[src/design/csd_bank_pkg.sv]
// Constants, types and fixed contents of the card-specific data bank.
// Assumes a 32-bit APB host port and a 512-byte extended data space.
package card_data_pkg;

  // APB map: extended byte N sits at byte address 4*N
  typedef logic [11:0] apb_addr_t;
  localparam int unsigned EXT_BYTES  = 512;
  localparam apb_addr_t   EXT_LAST   = 12'h7FC;
  localparam apb_addr_t   DATA_WORD0 = 12'h800;
  localparam apb_addr_t   DATA_WORD1 = 12'h804;
  localparam apb_addr_t   DATA_WORD2 = 12'h808;
  localparam apb_addr_t   DATA_WORD3 = 12'h80C;
  localparam apb_addr_t   CTRL_ADDR  = 12'h810;
  localparam apb_addr_t   STAT_ADDR  = 12'h814;

  // Control register fields and reset
  localparam int unsigned CTRL_LINK_EN_BIT   = 0;
  localparam int unsigned CTRL_CNT_CLEAR_BIT = 1;
  localparam logic [1:0]  CTRL_RESET         = 2'h1;

  // Status register field positions
  localparam int unsigned STAT_ACTIVE_BIT = 0;
  localparam int unsigned STAT_DONE_BIT   = 1;
  localparam int unsigned STAT_PTR_LSB    = 8;
  localparam int unsigned STAT_FRAMES_LSB = 16;

  // Writable byte of the data word: bits 15:8
  localparam logic [7:0]  USER_BITS_RESET = 8'h00;
  localparam logic [7:0]  USER_OTP_MASK   = 8'h60;
  localparam int unsigned USER_BITS_LSB   = 8;
  localparam int unsigned USER_STRB_LANE  = 1;

  // Link frame
  localparam logic [6:0]  FRAME_TOP_BIT = 7'h7F;
  localparam logic        LINK_IDLE_LVL = 1'b1;
  localparam logic [6:0]  CRC_POLY      = 7'h09;

  // Card-specific data word, MSB first
  typedef struct packed {
    logic [1:0]  structure;
    logic [3:0]  spec_version;
    logic [1:0]  rsvd_a;
    logic [7:0]  read_access_time;
    logic [7:0]  clock_based_access_time;
    logic [7:0]  max_bus_freq;
    logic [11:0] command_classes;
    logic [3:0]  read_block_length_exp;
    logic        partial_read_allowed;
    logic        write_misalign_flag;
    logic        read_misalign_flag;
    logic        driver_stage_present;
    logic [1:0]  rsvd_b;
    logic [11:0] device_size;
    logic [2:0]  read_current_low_supply;
    logic [2:0]  read_current_high_supply;
    logic [2:0]  write_current_low_supply;
    logic [2:0]  write_current_high_supply;
    logic [2:0]  size_multiplier;
    logic [4:0]  erase_group_size;
    logic [4:0]  erase_group_multiplier;
    logic [4:0]  protect_group_size;
    logic        protect_group_enable;
    logic [1:0]  default_ecc;
    logic [2:0]  write_speed_factor;
    logic [3:0]  write_block_length_exp;
    logic        partial_write_allowed;
    logic [3:0]  rsvd_c;
    logic        content_protect_app;
    logic [7:0]  user_bits;
    logic [6:0]  checksum;
    logic        end_bit;
  } card_word_t;

  localparam card_word_t WORD_FIXED = '{
    2'h3, 4'h4, 2'h0, 8'h0E, 8'h00, 8'h32, 12'h0F5, 4'h9,
    1'b0, 1'b0, 1'b0, 1'b0, 2'h0, 12'hFFF,
    3'h7, 3'h7, 3'h7, 3'h7, 3'h7,
    5'h1F, 5'h1F, 5'h0F, 1'b1, 2'h0, 3'h5, 4'h9, 1'b0,
    4'h0, 1'b0, 8'h00, 7'h00, 1'b1};

  // Fixed extended bytes; all others read zero except the four live count bytes
  typedef struct packed {
    logic [8:0] index;
    logic [7:0] value;
  } ext_entry_t;

  localparam int unsigned EXT_TABLE_LEN = 29;
  localparam ext_entry_t EXT_TABLE [EXT_TABLE_LEN] = '{
    '{9'h0D1, 8'h64}, '{9'h0D2, 8'h00}, '{9'h0D4, 8'h00},
    '{9'h0D5, 8'h00}, '{9'h0D6, 8'hDB}, '{9'h0D7, 8'h01},
    '{9'h0D9, 8'h11}, '{9'h0DB, 8'h09}, '{9'h0DC, 8'h07},
    '{9'h0DD, 8'h01}, '{9'h0DE, 8'h10}, '{9'h0DF, 8'h02},
    '{9'h0E0, 8'h10}, '{9'h0E1, 8'h07}, '{9'h0E2, 8'h10},
    '{9'h0E4, 8'h07}, '{9'h0E5, 8'h42}, '{9'h0E6, 8'h10},
    '{9'h0E7, 8'h15}, '{9'h0E8, 8'h04}, '{9'h0EA, 8'h50},
    '{9'h0EB, 8'h00}, '{9'h0EE, 8'h66}, '{9'h0EF, 8'h22},
    '{9'h0F1, 8'h1E}, '{9'h0F6, 8'h00}, '{9'h1F6, 8'h01},
    '{9'h1F7, 8'h01}, '{9'h1F8, 8'h00}};

  // Live sector count occupies four bytes from here, low byte first
  localparam logic [8:0]  PROG_COUNT_IDX = 9'h0F2;
  localparam logic [31:0] PROG_COUNT_RESET = 32'h0000_0000;

  // Link shift-out states
  typedef enum logic [1:0] {
    LINK_IDLE  = 2'b00,
    LINK_SHIFT = 2'b01,
    LINK_DONE  = 2'b10
  } link_state_t;

endpackage

[src/design/pin_sync3.sv]
// Three-stage synchroniser for one pin, with edge pulses.
// Assumes the pin is slow against clk; a level counts once stages two and three agree.
`timescale 1ns/1ps
`default_nettype none
module pin_sync3 (
  // Clock and reset
  input  wire logic clk,
  input  wire logic rst_n,
  // Pin and result
  input  wire logic pin,
  output logic      level,
  output logic      rise,
  output logic      fall
);
  logic s1;
  logic s2;
  logic s3;

  // Stage one feeds only stage two
  always_ff @(posedge clk or negedge rst_n) begin
    if (!rst_n) begin
      s1 <= 1'b0;
      s2 <= 1'b0;
      s3 <= 1'b0;
    end else begin
      s1 <= pin;
      s2 <= s1;
      s3 <= s2;
    end
  end

  // Accepted level and its edges
  always_ff @(posedge clk or negedge rst_n) begin
    if (!rst_n) begin
      level <= 1'b0;
      rise  <= 1'b0;
      fall  <= 1'b0;
    end else begin
      rise <= (s2 == s3) && s3 && !level;
      fall <= (s2 == s3) && !s3 && level;
      if (s2 == s3) begin
        level <= s3;
      end
    end
  end
endmodule
`default_nettype wire

[src/design/csd_crc7.sv]
// Seven-bit checksum over the upper 120 bits of the data word.
// Purely combinational; the caller registers what it needs.
`timescale 1ns/1ps
`default_nettype none
module card_data_crc7 (
  // Data in, checksum out
  input  wire logic [119:0] data,
  output logic      [6:0]   crc
);
  import card_data_pkg::*;

  // Serial form unrolled, MSB first, polynomial x^7 + x^3 + 1
  always_comb begin
    logic [6:0] c;
    logic       fb;
    c  = 7'h00;
    fb = 1'b0;
    for (int i = 119; i >= 0; i--) begin
      fb = data[i] ^ c[6];
      c  = {c[5:0], 1'b0};
      if (fb) begin
        c = c ^ CRC_POLY;
      end
    end
    crc = c;
  end
endmodule
`default_nettype wire

[src/design/csd_bank.sv]
// Card-specific data bank: 128-bit data word plus extended byte space.
// Assumes an APB master on clk and a host link clock well below clk.
// Function
// - Second read access time field, bits 111:104, reads zero.
// - Maximum bus clock frequency code, bits 103:96, reads 0x32.
// - Read block length exponent, bits 83:80, reads 0x9.
// - Write block length exponent, bits 25:22, reads 0x9.
// - Partial read and both misalignment flags, bits 79:77, read zero.
// - Partial write flag, bit 21, reads zero.
// - All four supply current codes, bits 61:50, read 0x7.
// - Erase group size and multiplier each read 0x1F.
// - Protect group size reads 0x0F; group protection enable bit set.
// - Bit 0 reads one; bits 7:1 carry the checksum.
// - Extended bytes 245:242 count good programmed sectors, from zero.
// - Extended byte 241 reads 0x1E.
// - Extended byte 239 reads 0x22, byte 238 reads 0x66.
// - Extended byte 234 reads 0x50, byte 235 reads zero.
// - Extended byte 209 reads 0x64, byte 210 reads zero.
// - Extended byte 224 reads 0x10.
// - Extended byte 221 reads 0x01.
// - Extended byte 222 reads 0x10.
`timescale 1ns/1ps
`default_nettype none
module card_data_bank (
  // Clock and reset
  input  wire logic                     clk,
  input  wire logic                     rst_n,
  // APB slave
  input  wire logic                     psel,
  input  wire logic                     penable,
  input  wire logic                     pwrite,
  input  wire card_data_pkg::apb_addr_t paddr,
  input  wire logic [31:0]              pwdata,
  input  wire logic [3:0]               pstrb,
  output logic [31:0]                   prdata,
  output logic                          pready,
  output logic                          pslverr,
  // Host link pins
  input  wire logic                     link_clk,
  input  wire logic                     link_sel,
  output logic                          link_dat,
  // Flash core events
  input  wire logic                     sector_ok
);
  import card_data_pkg::*;

  // Register-bank state
  logic [1:0]  ctrl;
  logic [7:0]  user_bits;
  logic [31:0] prog_count;
  logic [15:0] frames_sent;
  // Data word views
  card_word_t  word_base;
  card_word_t  word_now;
  logic [6:0]  crc_now;
  // Link side
  link_state_t link_state;
  logic [6:0]  bit_ptr;
  logic [127:0] frame_shadow;
  logic        lclk_level;
  logic        lclk_rise;
  logic        lclk_fall;
  logic        lsel_level;
  logic        lsel_rise;
  logic        lsel_fall;
  // Bus strobes
  logic        bus_setup;
  logic        bus_write;
  logic        cnt_clear;
  // Write decode and read views
  logic        ctrl_wr;
  logic        user_wr;
  logic        link_armed;
  logic [7:0]  next_user_bits;
  logic [31:0] stat_word;
  logic [31:0] rd_word;

  // Address map check, used by read mux and error flag
  function automatic logic addr_mapped(input apb_addr_t a);
    logic ok;
    ok = 1'b0;
    if (a[1:0] == 2'b00) begin
      ok = (a <= EXT_LAST) || (a == DATA_WORD0) || (a == DATA_WORD1) ||
           (a == DATA_WORD2) || (a == DATA_WORD3) || (a == CTRL_ADDR) ||
           (a == STAT_ADDR);
    end
    return ok;
  endfunction

  // Extended byte lookup: fixed table, then live counter bytes
  function automatic logic [7:0] ext_byte(input logic [8:0] idx,
                                          input logic [31:0] cnt);
    logic [7:0] v;
    v = 8'h00;
    for (int i = 0; i < EXT_TABLE_LEN; i++) begin
      if (EXT_TABLE[i].index == idx) begin
        v = EXT_TABLE[i].value;
      end
    end
    if (idx == PROG_COUNT_IDX) begin
      v = cnt[7:0];
    end
    if (idx == 9'(PROG_COUNT_IDX + 9'h001)) begin
      v = cnt[15:8];
    end
    if (idx == 9'(PROG_COUNT_IDX + 9'h002)) begin
      v = cnt[23:16];
    end
    if (idx == 9'(PROG_COUNT_IDX + 9'h003)) begin
      v = cnt[31:24];
    end
    return v;
  endfunction

  // Data word lane for one of its four addresses
  function automatic logic [31:0] word_lane(input card_word_t w, input apb_addr_t a);
    logic [31:0] v;
    v = 32'h0000_0000;
    case (a)
      DATA_WORD0: v = w[31:0];
      DATA_WORD1: v = w[63:32];
      DATA_WORD2: v = w[95:64];
      DATA_WORD3: v = w[127:96];
      default:    v = 32'h0000_0000;
    endcase
    return v;
  endfunction

  // Pin synchronisers for the link
  pin_sync3 u_sync_lclk (
    .clk   (clk),
    .rst_n (rst_n),
    .pin   (link_clk),
    .level (lclk_level),
    .rise  (lclk_rise),
    .fall  (lclk_fall)
  );

  pin_sync3 u_sync_lsel (
    .clk   (clk),
    .rst_n (rst_n),
    .pin   (link_sel),
    .level (lsel_level),
    .rise  (lsel_rise),
    .fall  (lsel_fall)
  );

  // Bus phases; zero wait states, so access always completes
  assign bus_setup = psel && !penable;
  assign bus_write = psel && penable && pwrite;
  assign pready    = psel && penable;
  // Write targets and link qualifier
  assign ctrl_wr    = bus_write && (paddr == CTRL_ADDR);
  assign user_wr    = bus_write && (paddr == DATA_WORD0) && pstrb[USER_STRB_LANE];
  assign cnt_clear  = ctrl_wr && pwdata[CTRL_CNT_CLEAR_BIT];
  assign link_armed = lsel_level && ctrl[CTRL_LINK_EN_BIT] && !lsel_fall;

  // Fixed fields one by one plus host-writable byte; checksum slot left zero
  always_comb begin
    // Header and access timing
    word_base.structure = WORD_FIXED.structure;
    word_base.spec_version = WORD_FIXED.spec_version;
    word_base.rsvd_a = WORD_FIXED.rsvd_a;
    word_base.read_access_time = WORD_FIXED.read_access_time;
    word_base.clock_based_access_time = WORD_FIXED.clock_based_access_time;
    word_base.max_bus_freq = WORD_FIXED.max_bus_freq;
    // Command classes and read block format
    word_base.command_classes = WORD_FIXED.command_classes;
    word_base.read_block_length_exp = WORD_FIXED.read_block_length_exp;
    word_base.partial_read_allowed = WORD_FIXED.partial_read_allowed;
    word_base.write_misalign_flag = WORD_FIXED.write_misalign_flag;
    word_base.read_misalign_flag = WORD_FIXED.read_misalign_flag;
    word_base.driver_stage_present = WORD_FIXED.driver_stage_present;
    word_base.rsvd_b = WORD_FIXED.rsvd_b;
    // Size and supply currents
    word_base.device_size = WORD_FIXED.device_size;
    word_base.read_current_low_supply = WORD_FIXED.read_current_low_supply;
    word_base.read_current_high_supply = WORD_FIXED.read_current_high_supply;
    word_base.write_current_low_supply = WORD_FIXED.write_current_low_supply;
    word_base.write_current_high_supply = WORD_FIXED.write_current_high_supply;
    word_base.size_multiplier = WORD_FIXED.size_multiplier;
    // Erase and protect groups
    word_base.erase_group_size = WORD_FIXED.erase_group_size;
    word_base.erase_group_multiplier = WORD_FIXED.erase_group_multiplier;
    word_base.protect_group_size = WORD_FIXED.protect_group_size;
    word_base.protect_group_enable = WORD_FIXED.protect_group_enable;
    // Write block format
    word_base.default_ecc = WORD_FIXED.default_ecc;
    word_base.write_speed_factor = WORD_FIXED.write_speed_factor;
    word_base.write_block_length_exp = WORD_FIXED.write_block_length_exp;
    word_base.partial_write_allowed = WORD_FIXED.partial_write_allowed;
    // Reserved and content protection
    word_base.rsvd_c = WORD_FIXED.rsvd_c;
    word_base.content_protect_app = WORD_FIXED.content_protect_app;
    // Host-writable byte, checksum slot and end bit
    word_base.user_bits = user_bits;
    word_base.checksum = 7'h00;
    word_base.end_bit = 1'b1;
  end

  // Checksum follows the live contents, never a stale copy
  card_data_crc7 u_crc (
    .data (word_base[127:8]),
    .crc  (crc_now)
  );

  // Word as seen by the host, end bit forced high
  always_comb begin
    word_now          = word_base;
    word_now.checksum = crc_now;
    word_now.end_bit  = 1'b1;
  end

  // Control register; the clear bit is a pulse, not stored
  always_ff @(posedge clk or negedge rst_n) begin
    if (!rst_n) begin
      ctrl <= CTRL_RESET;
    end else if (ctrl_wr && pstrb[0]) begin
      ctrl <= {1'b0, pwdata[CTRL_LINK_EN_BIT]};
    end
  end

  // Set-only bits keep their ones, so a stray write can never unprotect
  always_comb begin
    next_user_bits = pwdata[USER_BITS_LSB +: 8] | (user_bits & USER_OTP_MASK);
  end

  // Writable byte of the data word; copy and permanent-protect bits only set
  always_ff @(posedge clk or negedge rst_n) begin
    if (!rst_n) begin
      user_bits <= USER_BITS_RESET;
    end else if (user_wr) begin
      user_bits <= next_user_bits;
    end
  end

  // Good-sector counter; a sector event in the clear cycle is kept
  always_ff @(posedge clk or negedge rst_n) begin
    if (!rst_n) begin
      prog_count <= PROG_COUNT_RESET;
    end else if (cnt_clear) begin
      prog_count <= sector_ok ? 32'h0000_0001 : PROG_COUNT_RESET;
    end else if (sector_ok && (prog_count != 32'hFFFF_FFFF)) begin
      prog_count <= prog_count + 32'h0000_0001;
    end
  end

  // Status view of the link
  always_comb begin
    stat_word                        = 32'h0000_0000;
    stat_word[STAT_ACTIVE_BIT]       = (link_state == LINK_SHIFT);
    stat_word[STAT_DONE_BIT]         = (link_state == LINK_DONE);
    stat_word[STAT_PTR_LSB +: 7]     = bit_ptr;
    stat_word[STAT_FRAMES_LSB +: 16] = frames_sent;
  end

  // Read mux; unmapped addresses and writes return zero
  always_comb begin
    rd_word = 32'h0000_0000;
    // Extended bytes first, then the fixed registers
    if (!pwrite && addr_mapped(paddr)) begin
      if (paddr <= EXT_LAST) begin
        rd_word = {24'h000000, ext_byte(paddr[10:2], prog_count)};
      end else if (paddr == CTRL_ADDR) begin
        rd_word = {30'h00000000, ctrl};
      end else if (paddr == STAT_ADDR) begin
        rd_word = stat_word;
      end else begin
        rd_word = word_lane(word_now, paddr);
      end
    end
  end

  // Read data captured in the setup cycle, held through access
  always_ff @(posedge clk or negedge rst_n) begin
    if (!rst_n) begin
      prdata  <= 32'h0000_0000;
      pslverr <= 1'b0;
    end else if (bus_setup) begin
      pslverr <= !addr_mapped(paddr);
      prdata  <= rd_word;
    end
  end

  // Link shift-out: select opens a frame, link clock falls advance it
  always_ff @(posedge clk or negedge rst_n) begin
    if (!rst_n) begin
      link_state   <= LINK_IDLE;
      bit_ptr      <= FRAME_TOP_BIT;
      frame_shadow <= '0;
      link_dat     <= LINK_IDLE_LVL;
    end else if (!link_armed) begin
      link_state <= LINK_IDLE;
      bit_ptr    <= FRAME_TOP_BIT;
      link_dat   <= LINK_IDLE_LVL;
    end else begin
      case (link_state)
        LINK_IDLE: begin
          if (lsel_rise || lsel_level) begin
            // Snapshot so a bus write cannot tear the frame
            frame_shadow <= word_now;
            link_dat     <= word_now[127];
            bit_ptr      <= FRAME_TOP_BIT;
            link_state   <= LINK_SHIFT;
          end
        end
        LINK_SHIFT: begin
          if (lclk_fall) begin
            if (bit_ptr == 7'h00) begin
              link_dat   <= LINK_IDLE_LVL;
              link_state <= LINK_DONE;
            end else begin
              bit_ptr  <= bit_ptr - 7'h01;
              link_dat <= frame_shadow[bit_ptr - 7'h01];
            end
          end
        end
        LINK_DONE: begin
          link_dat <= LINK_IDLE_LVL;
        end
        default: begin
          link_state <= LINK_IDLE;
        end
      endcase
    end
  end

  // Count of completed frames for software
  always_ff @(posedge clk or negedge rst_n) begin
    if (!rst_n) begin
      frames_sent <= 16'h0000;
    end else if ((link_state == LINK_SHIFT) && lclk_fall && (bit_ptr == 7'h00) &&
                 link_armed) begin
      frames_sent <= frames_sent + 16'h0001;
    end
  end

  // Rising link edges are sampled by the host; nothing to do here
  logic unused_rise;
  assign unused_rise = lclk_rise & lclk_level;

endmodule
`default_nettype wire

[config.mk]
export PLATFORM = sky130hd
export DESIGN_NAME = card_data_bank
export DESIGN_NICKNAME = d
export VERILOG_FILES = /design/src/design/csd_bank_pkg.sv /design/src/design/pin_sync3.sv /design/src/design/csd_crc7.sv /design/src/design/csd_bank.sv
export SDC_FILE = /design/constraint.sdc
export NUM_CORES = 1
export LEC_CHECK = 0
export BUFFER_PORTS_ARGS = -buffer_cell sky130_fd_sc_hd__buf_2
export CAP_MARGIN = 15
export CORE_ASPECT_RATIO = 2
export CORE_MARGIN = 2
export CORE_UTILIZATION = 50
export CTS_CLUSTER_SIZE = 28
export DETAILED_ROUTE_END_ITERATION = 8
export GPL_TIMING_DRIVEN = 0
export HOLD_SLACK_MARGIN = 0.03
export PLACE_DENSITY = 0.82
export SLEW_MARGIN = 40
export SYNTH_ARGS = -nofsm -noshare
export SYNTH_HDL_FRONTEND = slang
export SYNTH_SLANG_ARGS = --single-unit
[constraint.sdc]
create_clock -name clk -period 3.5 [get_ports clk]
set_input_delay 0.175 -clock clk [delete_from_list [all_inputs] [get_ports clk]]
set_output_delay 0.175 -clock clk [all_outputs]
set_load 0.03 [all_outputs]
After elaboration in Yosys (flattened, before gate mapping). Index checks and enable logic that the tools add are counted.

Input bits: 56. Output and inout port bits: 35. Word-level logic and storage cells: 203. Register bits after elaboration: 128.

Reduce and logical (&&, ||, !) cells: 43. Add/subtract/negate cells: 3. Eq/ne operators: 51. Bitwise gates (word level): 15. Magnitude comparators: 2. Muxes and demuxes: 68.

Operator list (count): $mux 8 (31); $eq 8x9->1 const A (26); $mux 32 (6); $pmux 32 s4 (1); $eq 12x12->1 const B (6); $mux 7 (6); $eq 9x8->1 const B (4); $add 32x1->32 const B (1); $mux 4 (8); $ne 32x32->1 const B (1); $eq 9x9->1 const A (3); $logic_and 1x1->1 (21); $add 16x1->16 const B (1); $not 2->2 (7); $pmux 7 s2 (1); $le 12x11->1 const B (1); $lt 7x8->1 const B (1); $mux 1 (8); $mux 2 (4); $or 8x7->8 (1); $reduce_and 4->1 (2); $bmux 1 s7 (1); $logic_not 1->1 (7); $logic_not 7->1 (1); other kinds (17) (33).

Logic depth before layout (Yosys ltp). Gate-level depths: netlist (run 1).

Depth after elaboration: 36. Mapped depth: 11. Mapped depth without buffers: 8.

By module. From an unflattened synthesis (run 1), not the netlist that was laid out.

Cell total of the unflattened synthesis: 1023. Area total of the unflattened synthesis: 10511.3 sq um.

By module, submodules not included: card_data_bank (cells an instance 740, sequential area each 2914.0 sq um, times used 1, area an instance 6765.2 sq um); card_data_crc7 (cells an instance 257, sequential area each 0.0 sq um, times used 1, area an instance 3325.7 sq um); pin_sync3 (cells an instance 13, sequential area each 150.1 sq um, times used 2, area an instance 210.2 sq um).

Least setup slack after synthesis (run 1). OpenSTA, ideal clock, no wires.

Path type: flip-flop to flip-flop. Start: register bit_ptr[0]. End: register link_dat. Library setup time: 0.077 ns. Period minus slack after synthesis: 2.599 ns. Data required time: 3.423 ns. Setup slack: 0.901 ns. Data arrival time: 2.522 ns. Stages on the path, launching flop included: 11. Buffers on the path: 2. Path through: dfstp_2 clkbuf_1 inv_1 ha_1 clkbuf_1 xnor2_1 xnor2_1 o21bai_1 a21oi_1 or3_1 a31oi_1.

Longest elaborated chain between the ends: 7. Elaborated cells between the ends (all ways): 8. Those cells by class: add/sub: 1; mux: 6; reduce/logical: 1.

RTL lines: from (decl) (line csd_bank.sv:58) `logic [6:0] bit_ptr;`; from (signal assigned) (line csd_bank.sv:313) `bit_ptr <= bit_ptr - 7'h01;`; $sub 7x1->7 (line csd_bank.sv:314) `link_dat <= frame_shadow[bit_ptr - 7'h01];`; $bmux 1 s7 (line csd_bank.sv:314); $mux 1 (implied by the code) (line csd_bank.sv:314); $mux 1 * (line csd_bank.sv:309) `if (bit_ptr == 7'h00) begin`; $mux 1 * (line csd_bank.sv:308) `if (lclk_fall) begin`; $pmux 1 s3 * (line csd_bank.sv:297) `case (link_state)`; $mux 1 * (line csd_bank.sv:292) `end else if (!link_armed) begin`; to (signal assigned) (line csd_bank.sv:302) `link_dat <= word_now[127];`; to (signal assigned) (line csd_bank.sv:314); to (decl) (line csd_bank.sv:41) `output logic link_dat,`.

Every way passes the cells marked *; elsewhere a longest branch is shown, timed or not. The select of a mux whose other input is x is not followed. A chain may end at the register's enable or synchronous reset.

Worst setup path after layout (run 1). Ends and elaborated chain as after synthesis.

==> reports/qor.txt, run 1 <==
Yosys warns: 0
Critical Path RT: 3850 ps
Root Driver: clkbuf_16
Synthesized Nets: 840
Fraction of layout cells with a size suffix above 1: 0.166
DR DRC count: 0
Unrepaired setup endpoints after global routing: no
Most common cell after layout, fill and taps aside: dfrtp_1
Final WL: 22,300 um
Most Crowded Layer GR: met2
P_int: 2.82 mW
Post-synthesis sequential area ratio: 0.442
Power share of the clock group: 0.513
Wire per inst: 20.7 um
Clk_skew: 7.91 ps
Max Clock Freq: 0.310 GHz
Sum Neg Setup Slack: 0 ps
Grt ovf: 0
Worst-Margin Slew: 892 ps
Max IR drop VDD: 0.000362 V
CTS tree: built
Largest net degree at the start of global routing: 67
Endpoints failing hold: 0
Number of routed nets with antenna violations: 0
Max-slew violations: 0
# IOs: 91
Final Core Density: 0.611
Net Sw Frac: 0.258
Crit-path max FO: 8
Initial antenna violation count: 0
EDFF count, synth: 0
Clock slew seen by the registers of the worst setup and hold paths: 60 ps
Reg2Reg Depth: 10
Area Growth Syn to Fin: 19.3%
Worst setup path class: reg -> reg
RR Startpoint: bit_ptr[0]
Starting Density: 0.512
Leading cell types in the layout, fill and taps excluded: dfrtp_1 (117), nand2_1 (81), nor2_1 (80)
P_sw: 981 uW
Grt met1 use: 0.324
Hold Path End: ctrl[0]
Yosys cell types: 76
Total CTS buffers: 17
GP Congestion: 1.02
Arrival time worst endpoint: 3570 ps
Clk sink count: 126
Global-route wire length before repair: 35,600 um
Minimum clock period: 3230 ps
Vias post-DR: 6,662
Comb pwr share: 0.076
CTS max path bufs: 2
Reg2Reg Capture Point: link_dat
Core area: 14,000 sq um
Reg2reg setup slack: 270 ps
Worst path cell trace: clkbuf_1 -> inv_1 -> ha_1 -> clkbuf_1 -> nor3b_1 -> xnor2_1 -> nor3_1 -> o32a_1 -> o31a_1 -> a31oi_1
Syn Area/Cell: 9.18 sq um
Die Span Y: 173 um
Routed vias/inst: 6.19
Post-layout nets: 936
PD cells: 446 nW/um^2
H-tree Lvls: 4
Initial DRC count: 463
Postcts setup bufs: 0
Flop pwr share: 0.411
Global-route met3 utilization: 0.0482
HP Start: pstrb[0]
Async SR Flop Fraction: 1.00
GRT Overall Usage: 0.307
Antenna cells: 0
Relative slew margins: 0.402
Status: complete, no violations
Setup crit end kind: flop
Mapped cell area: 7150 sq um
Top_reg_cell synth: dfrtp_1
Period utilisation layout: 0.922
Worst hold-check path type: in -> reg
PortBufs: 64
Seq cells post-synth: 126
CP max stage cell: xnor2_1
Static leakage: 3.69 nW
Initial DRT Pass Iterations: 6
Die width: 88.6 um
Most frequent CP cell: clkbuf_1
Vias in the first global route: 6,717
Post-DP HPWL: 16,400 um
Grt met2 use: 0.538
Cells after synthesis: 779
Worst path max stage delay: 560 ps
Clk_lat worst skew: 430 ps
Max-cap violations: 0
Setup-failing EPs final: 0
Hold-critical path depth: 3
Num rows: 61
CP startpoint kind: flop
Full die area: 15,300 sq um
==> what timing repair did <==
item	in CTS	in global routing
setup endpoints to repair	0	0
hold buffers	12	0
gates resized for setup	0	0
endpoints found under the hold margin	70	0
==> cell families (layout without fill, tap and decap cells) <==
family	after synthesis	in the layout	share of synthesized area
multiplexers	24	24	0.0437
AND/OR/NAND/NOR	331	331	0.240
XOR/XNOR	60	60	0.0735
flip-flops	126	126	0.442
AO/OA/AOI/OAI	172	172	0.159
adder cells (fa/ha/maj)	5	5	0.00874
buffers and inverters	61	170	0.0322
==> synth_stat cells, types with 7 or more instances <==
cell | number | area (sq um)
dfstp_2 | 9 | 236
nand3_1 | 25 | 125
a22oi_1 | 9 | 67.6
nand2_1 | 81 | 304
nor4_1 | 9 | 56.3
xnor2_1 | 45 | 394
and4_1 | 10 | 87.6
a21oi_1 | 40 | 200
dfrtp_1 | 117 | 2930
o21ai_0 | 47 | 235
nor3_1 | 21 | 105
xor2_1 | 15 | 131
nand2b_1 | 11 | 68.8
clkbuf_1 | 38 | 143
nor2b_1 | 10 | 62.6
and2_1 | 8 | 50.1
mux2_2 | 18 | 203
o31ai_1 | 9 | 67.6
nand4_1 | 16 | 100
a31oi_1 | 7 | 43.8
inv_1 | 17 | 63.8
and3_1 | 12 | 75.1
nor2_1 | 80 | 300
or3_1 | 11 | 68.8
==> per-layer routing <==
layer | vias to the layer above | share of wire
met5 | - | 0
met4 | 0 | 0.069
met3 | 110 | 0.052
met2 | 282 | 0.54
met1 | 3259 | 0.34
li1 | 3011 | -
==> metrics by stage <==
step	cell area, sq um	setup slack [ps]	hold slack (ps)	instances	power (mW)
finish	8540	273	96.4	1077	3.80
global route	8540	33.8	106	1077	3.91
CTS	8520	272	90.2	1077	3.82
detailed placement	7760	352	133	1033	1.86
global placement	7710	337	283	1032	1.85
floorplan	7150	901	-121	779	1.73
==> layout make-up <==
| cell class | instances | area (sq um) |
|---|---|---|
| Buffer | 44 | 166 |
| Clock buffer | 17 | 425 |
| Clock inverter | 15 | 220 |
| Fill cell | 1231 | 5430 |
| Inverter | 17 | 63.8 |
| Multi-Input combinational cell | 592 | 3780 |
| Sequential cell | 126 | 3160 |
| Tap cell | 189 | 236 |
| Timing Repair Buffer | 77 | 478 |
==> worst max-delay path, delay by kind of cell, from the launching register on <==
kind	cells	cell delay, ps
flops	1	510
simple gates	2	330
fa+ha+maj	1	250
buf+inv	3	790
compound gates	3	690
xor+xnor	1	560
==> state kept, by name, indices dropped and copies added (netlist names), 2 cells and up <==
signal,cells
link_state,2
prdata,32
prog_count,32
frame_shadow,16
bit_ptr,7
user_bits,8
frames_sent,16
==> worst max path at each step <==
stage,startpoint,to,slack [ps]
2_1_floorplan,bit_ptr[0],link_dat,900
3_3_place_gp,bit_ptr[0],link_dat,340
3_5_place_dp,bit_ptr[0],link_dat,350
4_1_cts,bit_ptr[0],link_dat,270
5_1_grt,bit_ptr[0],link_dat,30
6_report,bit_ptr[0],link_dat,270
==> power by group through the flow <==
stage | sequential (mW) | clock, mW | combinational [mW]
after detailed placement | 1.59 | 0 | 0.274
after global placement | 1.58 | 0 | 0.263
after floorplan | 1.57 | 0 | 0.156
final | 1.56 | 1.95 | 0.289
after global routing | 1.57 | 2.02 | 0.318
after CTS | 1.56 | 1.97 | 0.286
(Power assumes the default switching activity.)
==> inputs of run 2 (changes only) <==
- CELL_PAD_IN_SITES_DETAIL_PLACEMENT: not set -> 0
- CELL_PAD_IN_SITES_GLOBAL_PLACEMENT: not set -> 1
- CORE_UTILIZATION: 50 -> 45
- PLACE_DENSITY: 0.82 -> 0.93
==> reports/qor.txt, run 2 (synthesis results as in run 1) <==
Reg2Reg Capture Point: link_dat
Status: complete, no violations
Final Core Density: 0.540 (-0.0709)
Reg2Reg Depth: 10 (unchanged)
Max-cap violations: 0 (unchanged)
Die Span Y: 182 um (+5.3%)
Area after DPL: 7780 sq um (+0.27%)
P_int: 2.66 mW (-5.9%)
Initial antenna violation count: 0 (unchanged)
Starting Density: 0.456 (-0.0564)
PortBufs: 64 (unchanged)
Regs by FF count: prdata x32, prog_count x32
H-tree Lvls: 4 (unchanged)
Num rows: 65 (+6.6%)
Max Clock Freq: 0.316 GHz (+1.9%)
PnR Total Power: 3.61 mW (-5.0%)
DP Worst Slack: 383 ps (+31.4 ps)
GP Congestion: 0.966 (-5.4%)
Crit-path max FO: 8 (unchanged)
Post_cts resized: 0 (unchanged)
Minimum clock period: 3170 ps (-60.6 ps)
Worst setup path class: reg -> reg
Worst hold-check path type: in -> reg
Most Crowded Layer GR: met2
CP startpoint: bit_ptr[0]
DR DRC count: 0 (unchanged)
Core area: 15,700 sq um (+12%)
Fraction of layout cells with a size suffix above 1: 0.163 (-0.00225)
Grt met2 use: 0.528 (-0.00950)
Relative slew margins: 0.371 (-0.0318)
Hold Path End: ctrl[0]
Initial DRC count: 415 (-10%)
Global-route wire length before repair: 35,600 um (+0.23%)
Hold-critical path depth: 3 (unchanged)
Endpoints failing hold: 0 (unchanged)
Cts hold-fix bufs: 12 (unchanged)
Clock slew seen by the registers of the worst setup and hold paths: 60 ps (about the same)
Postcts setup bufs: 0 (unchanged)
P_sw: 954 uW (-2.7%)
Period utilisation layout: 0.905 (-0.0173)
Largest net degree at the start of global routing: 71 (+6.0%)
# IOs: 91 (unchanged)
Final WL: 22,700 um (+1.6%)
Leading cell types in the layout, fill and taps excluded: dfrtp_1 (117), nand2_1 (81), nor2_1 (80)
Grt ovf: 0 (unchanged)
Wire per inst: 20.8 um (+0.46%)
Unrepaired setup endpoints after global routing: no
Number of routed nets with antenna violations: 0 (unchanged)
Die width: 93.2 um (+5.2%)
Most common cell after layout, fill and taps aside: dfrtp_1
Routed vias/inst: 6.01 (-2.9%)
Grt met1 use: 0.269 (-0.0549)
Static leakage: 3.65 nW (-1.1%)
CTS tree: built
Net Sw Frac: 0.264 (+0.00637)
Worst-Margin Slew: 942 ps (+49.5 ps)
Post-DP HPWL: 17,100 um (+4.2%)
HP Start: pstrb[0]
Finished Cell Area: 8480 sq um (-0.64%)
Comb pwr share: 0.081 (+0.005)
Clk_skew: 12.6 ps (+4.73 ps)
Min setup slack post-route: 333 ps (+60.6 ps)
CTS max path bufs: 2 (unchanged)
Setup crit end kind: flop
Hold slack: 93.7 ps (-2.63 ps)
Vias post-DR: 6,543 (-1.8%)
Area Growth Syn to Fin: 18.6%
GRT Overall Usage: 0.278 (-0.0292)
Clk_lat worst skew: 430 ps (about the same)
Max-slew violations: 0 (unchanged)
Max IR drop VDD: 0.000340 V (-5.9%)
Root Driver: clkbuf_16
Post-layout nets: 936 (unchanged)
Critical Path RT: 3850 ps (about the same)
Vias in the first global route: 6,649 (-1.0%)
Total CTS buffers: 17 (unchanged)
Finished Layout Cells: 1,089 (+1.1%)
Setup-failing EPs final: 0 (unchanged)
Power share of the clock group: 0.483 (-0.030)
Global-route met3 utilization: 0.0462 (-0.00197)
Flop pwr share: 0.437 (+0.026)
Reg2reg setup slack: 330 ps (+60 ps)
Sum Neg Setup Slack: 0 ps (unchanged)
Antenna cells: 0 (unchanged)
RR Startpoint: bit_ptr[0]
Clk sink count: 126 (unchanged)
Dpl cells: 1,045 (+1.2%)
CP startpoint kind: flop
PD cells: 426 nW/um^2 (-4.4%)
Initial DRT Pass Iterations: 5 (-1)
Full die area: 17,000 sq um (+11%)
Arrival time worst endpoint: 3520 ps (-50 ps)
-- run 2: changes by cell type in the layout (fill, tap and decap cells not counted), moves of 2 or more --
cell        before  now
inv_6            6    2
inv_8            2    0
clkbuf_1        38   40
clkinv_2         0    3
clkinvlp_4       1    3
bufinv_16        4    2
-- run 2: worst max-delay path, stage by stage, from the launching register on --
cell and delay [ps]:
dfstp_2 520, clkbuf_1 430, inv_1 160, ha_1 230, clkbuf_1 210, nor3b_1 210
xnor2_1 520, nor3_1 130, o32a_1 230, o31a_1 290, a31oi_1 170
-- run 2: area by class of cell --
class / instances / area (sq um)
Fill cell: 1441 / 7210
Multi-Input combinational cell: 592 / 3780
Sequential cell: 126 / 3160
Timing Repair Buffer: 77 / 478
Clock buffer: 19 / 433
Tap cell: 201 / 251
Buffer: 44 / 166
Clock inverter: 13 / 141
Inverter: 17 / 63.8
-- run 2: worst max path at each step --
| stage | endpoint | cells after the start |
|---|---|---|
| 3_5_place_dp | link_dat | 10 |
| 4_1_cts | link_dat | 10 |
| 5_1_grt | link_dat | 10 |
| 3_3_place_gp | link_dat | 10 |
| 6_report | link_dat | 10 |
| 2_1_floorplan | link_dat | 10 |
-- run 2: power by group through the flow --
stage	Clock, mW	Sequential (mW)	Combinational (mW)
after floorplan	0	1.57	0.156
after global placement	0	1.60	0.265
after detailed placement	0	1.60	0.277
after CTS	1.75	1.57	0.289
after global routing	1.82	1.58	0.318
final	1.74	1.58	0.291
-- run 2: per-layer routing --
metal,share of wire,routed length [um],vias up
met5,0,0,-
met4,0.067,1530,0
met3,0.040,914,87
met2,0.56,12600,227
met1,0.33,7580,3215
li1,-,-,3014
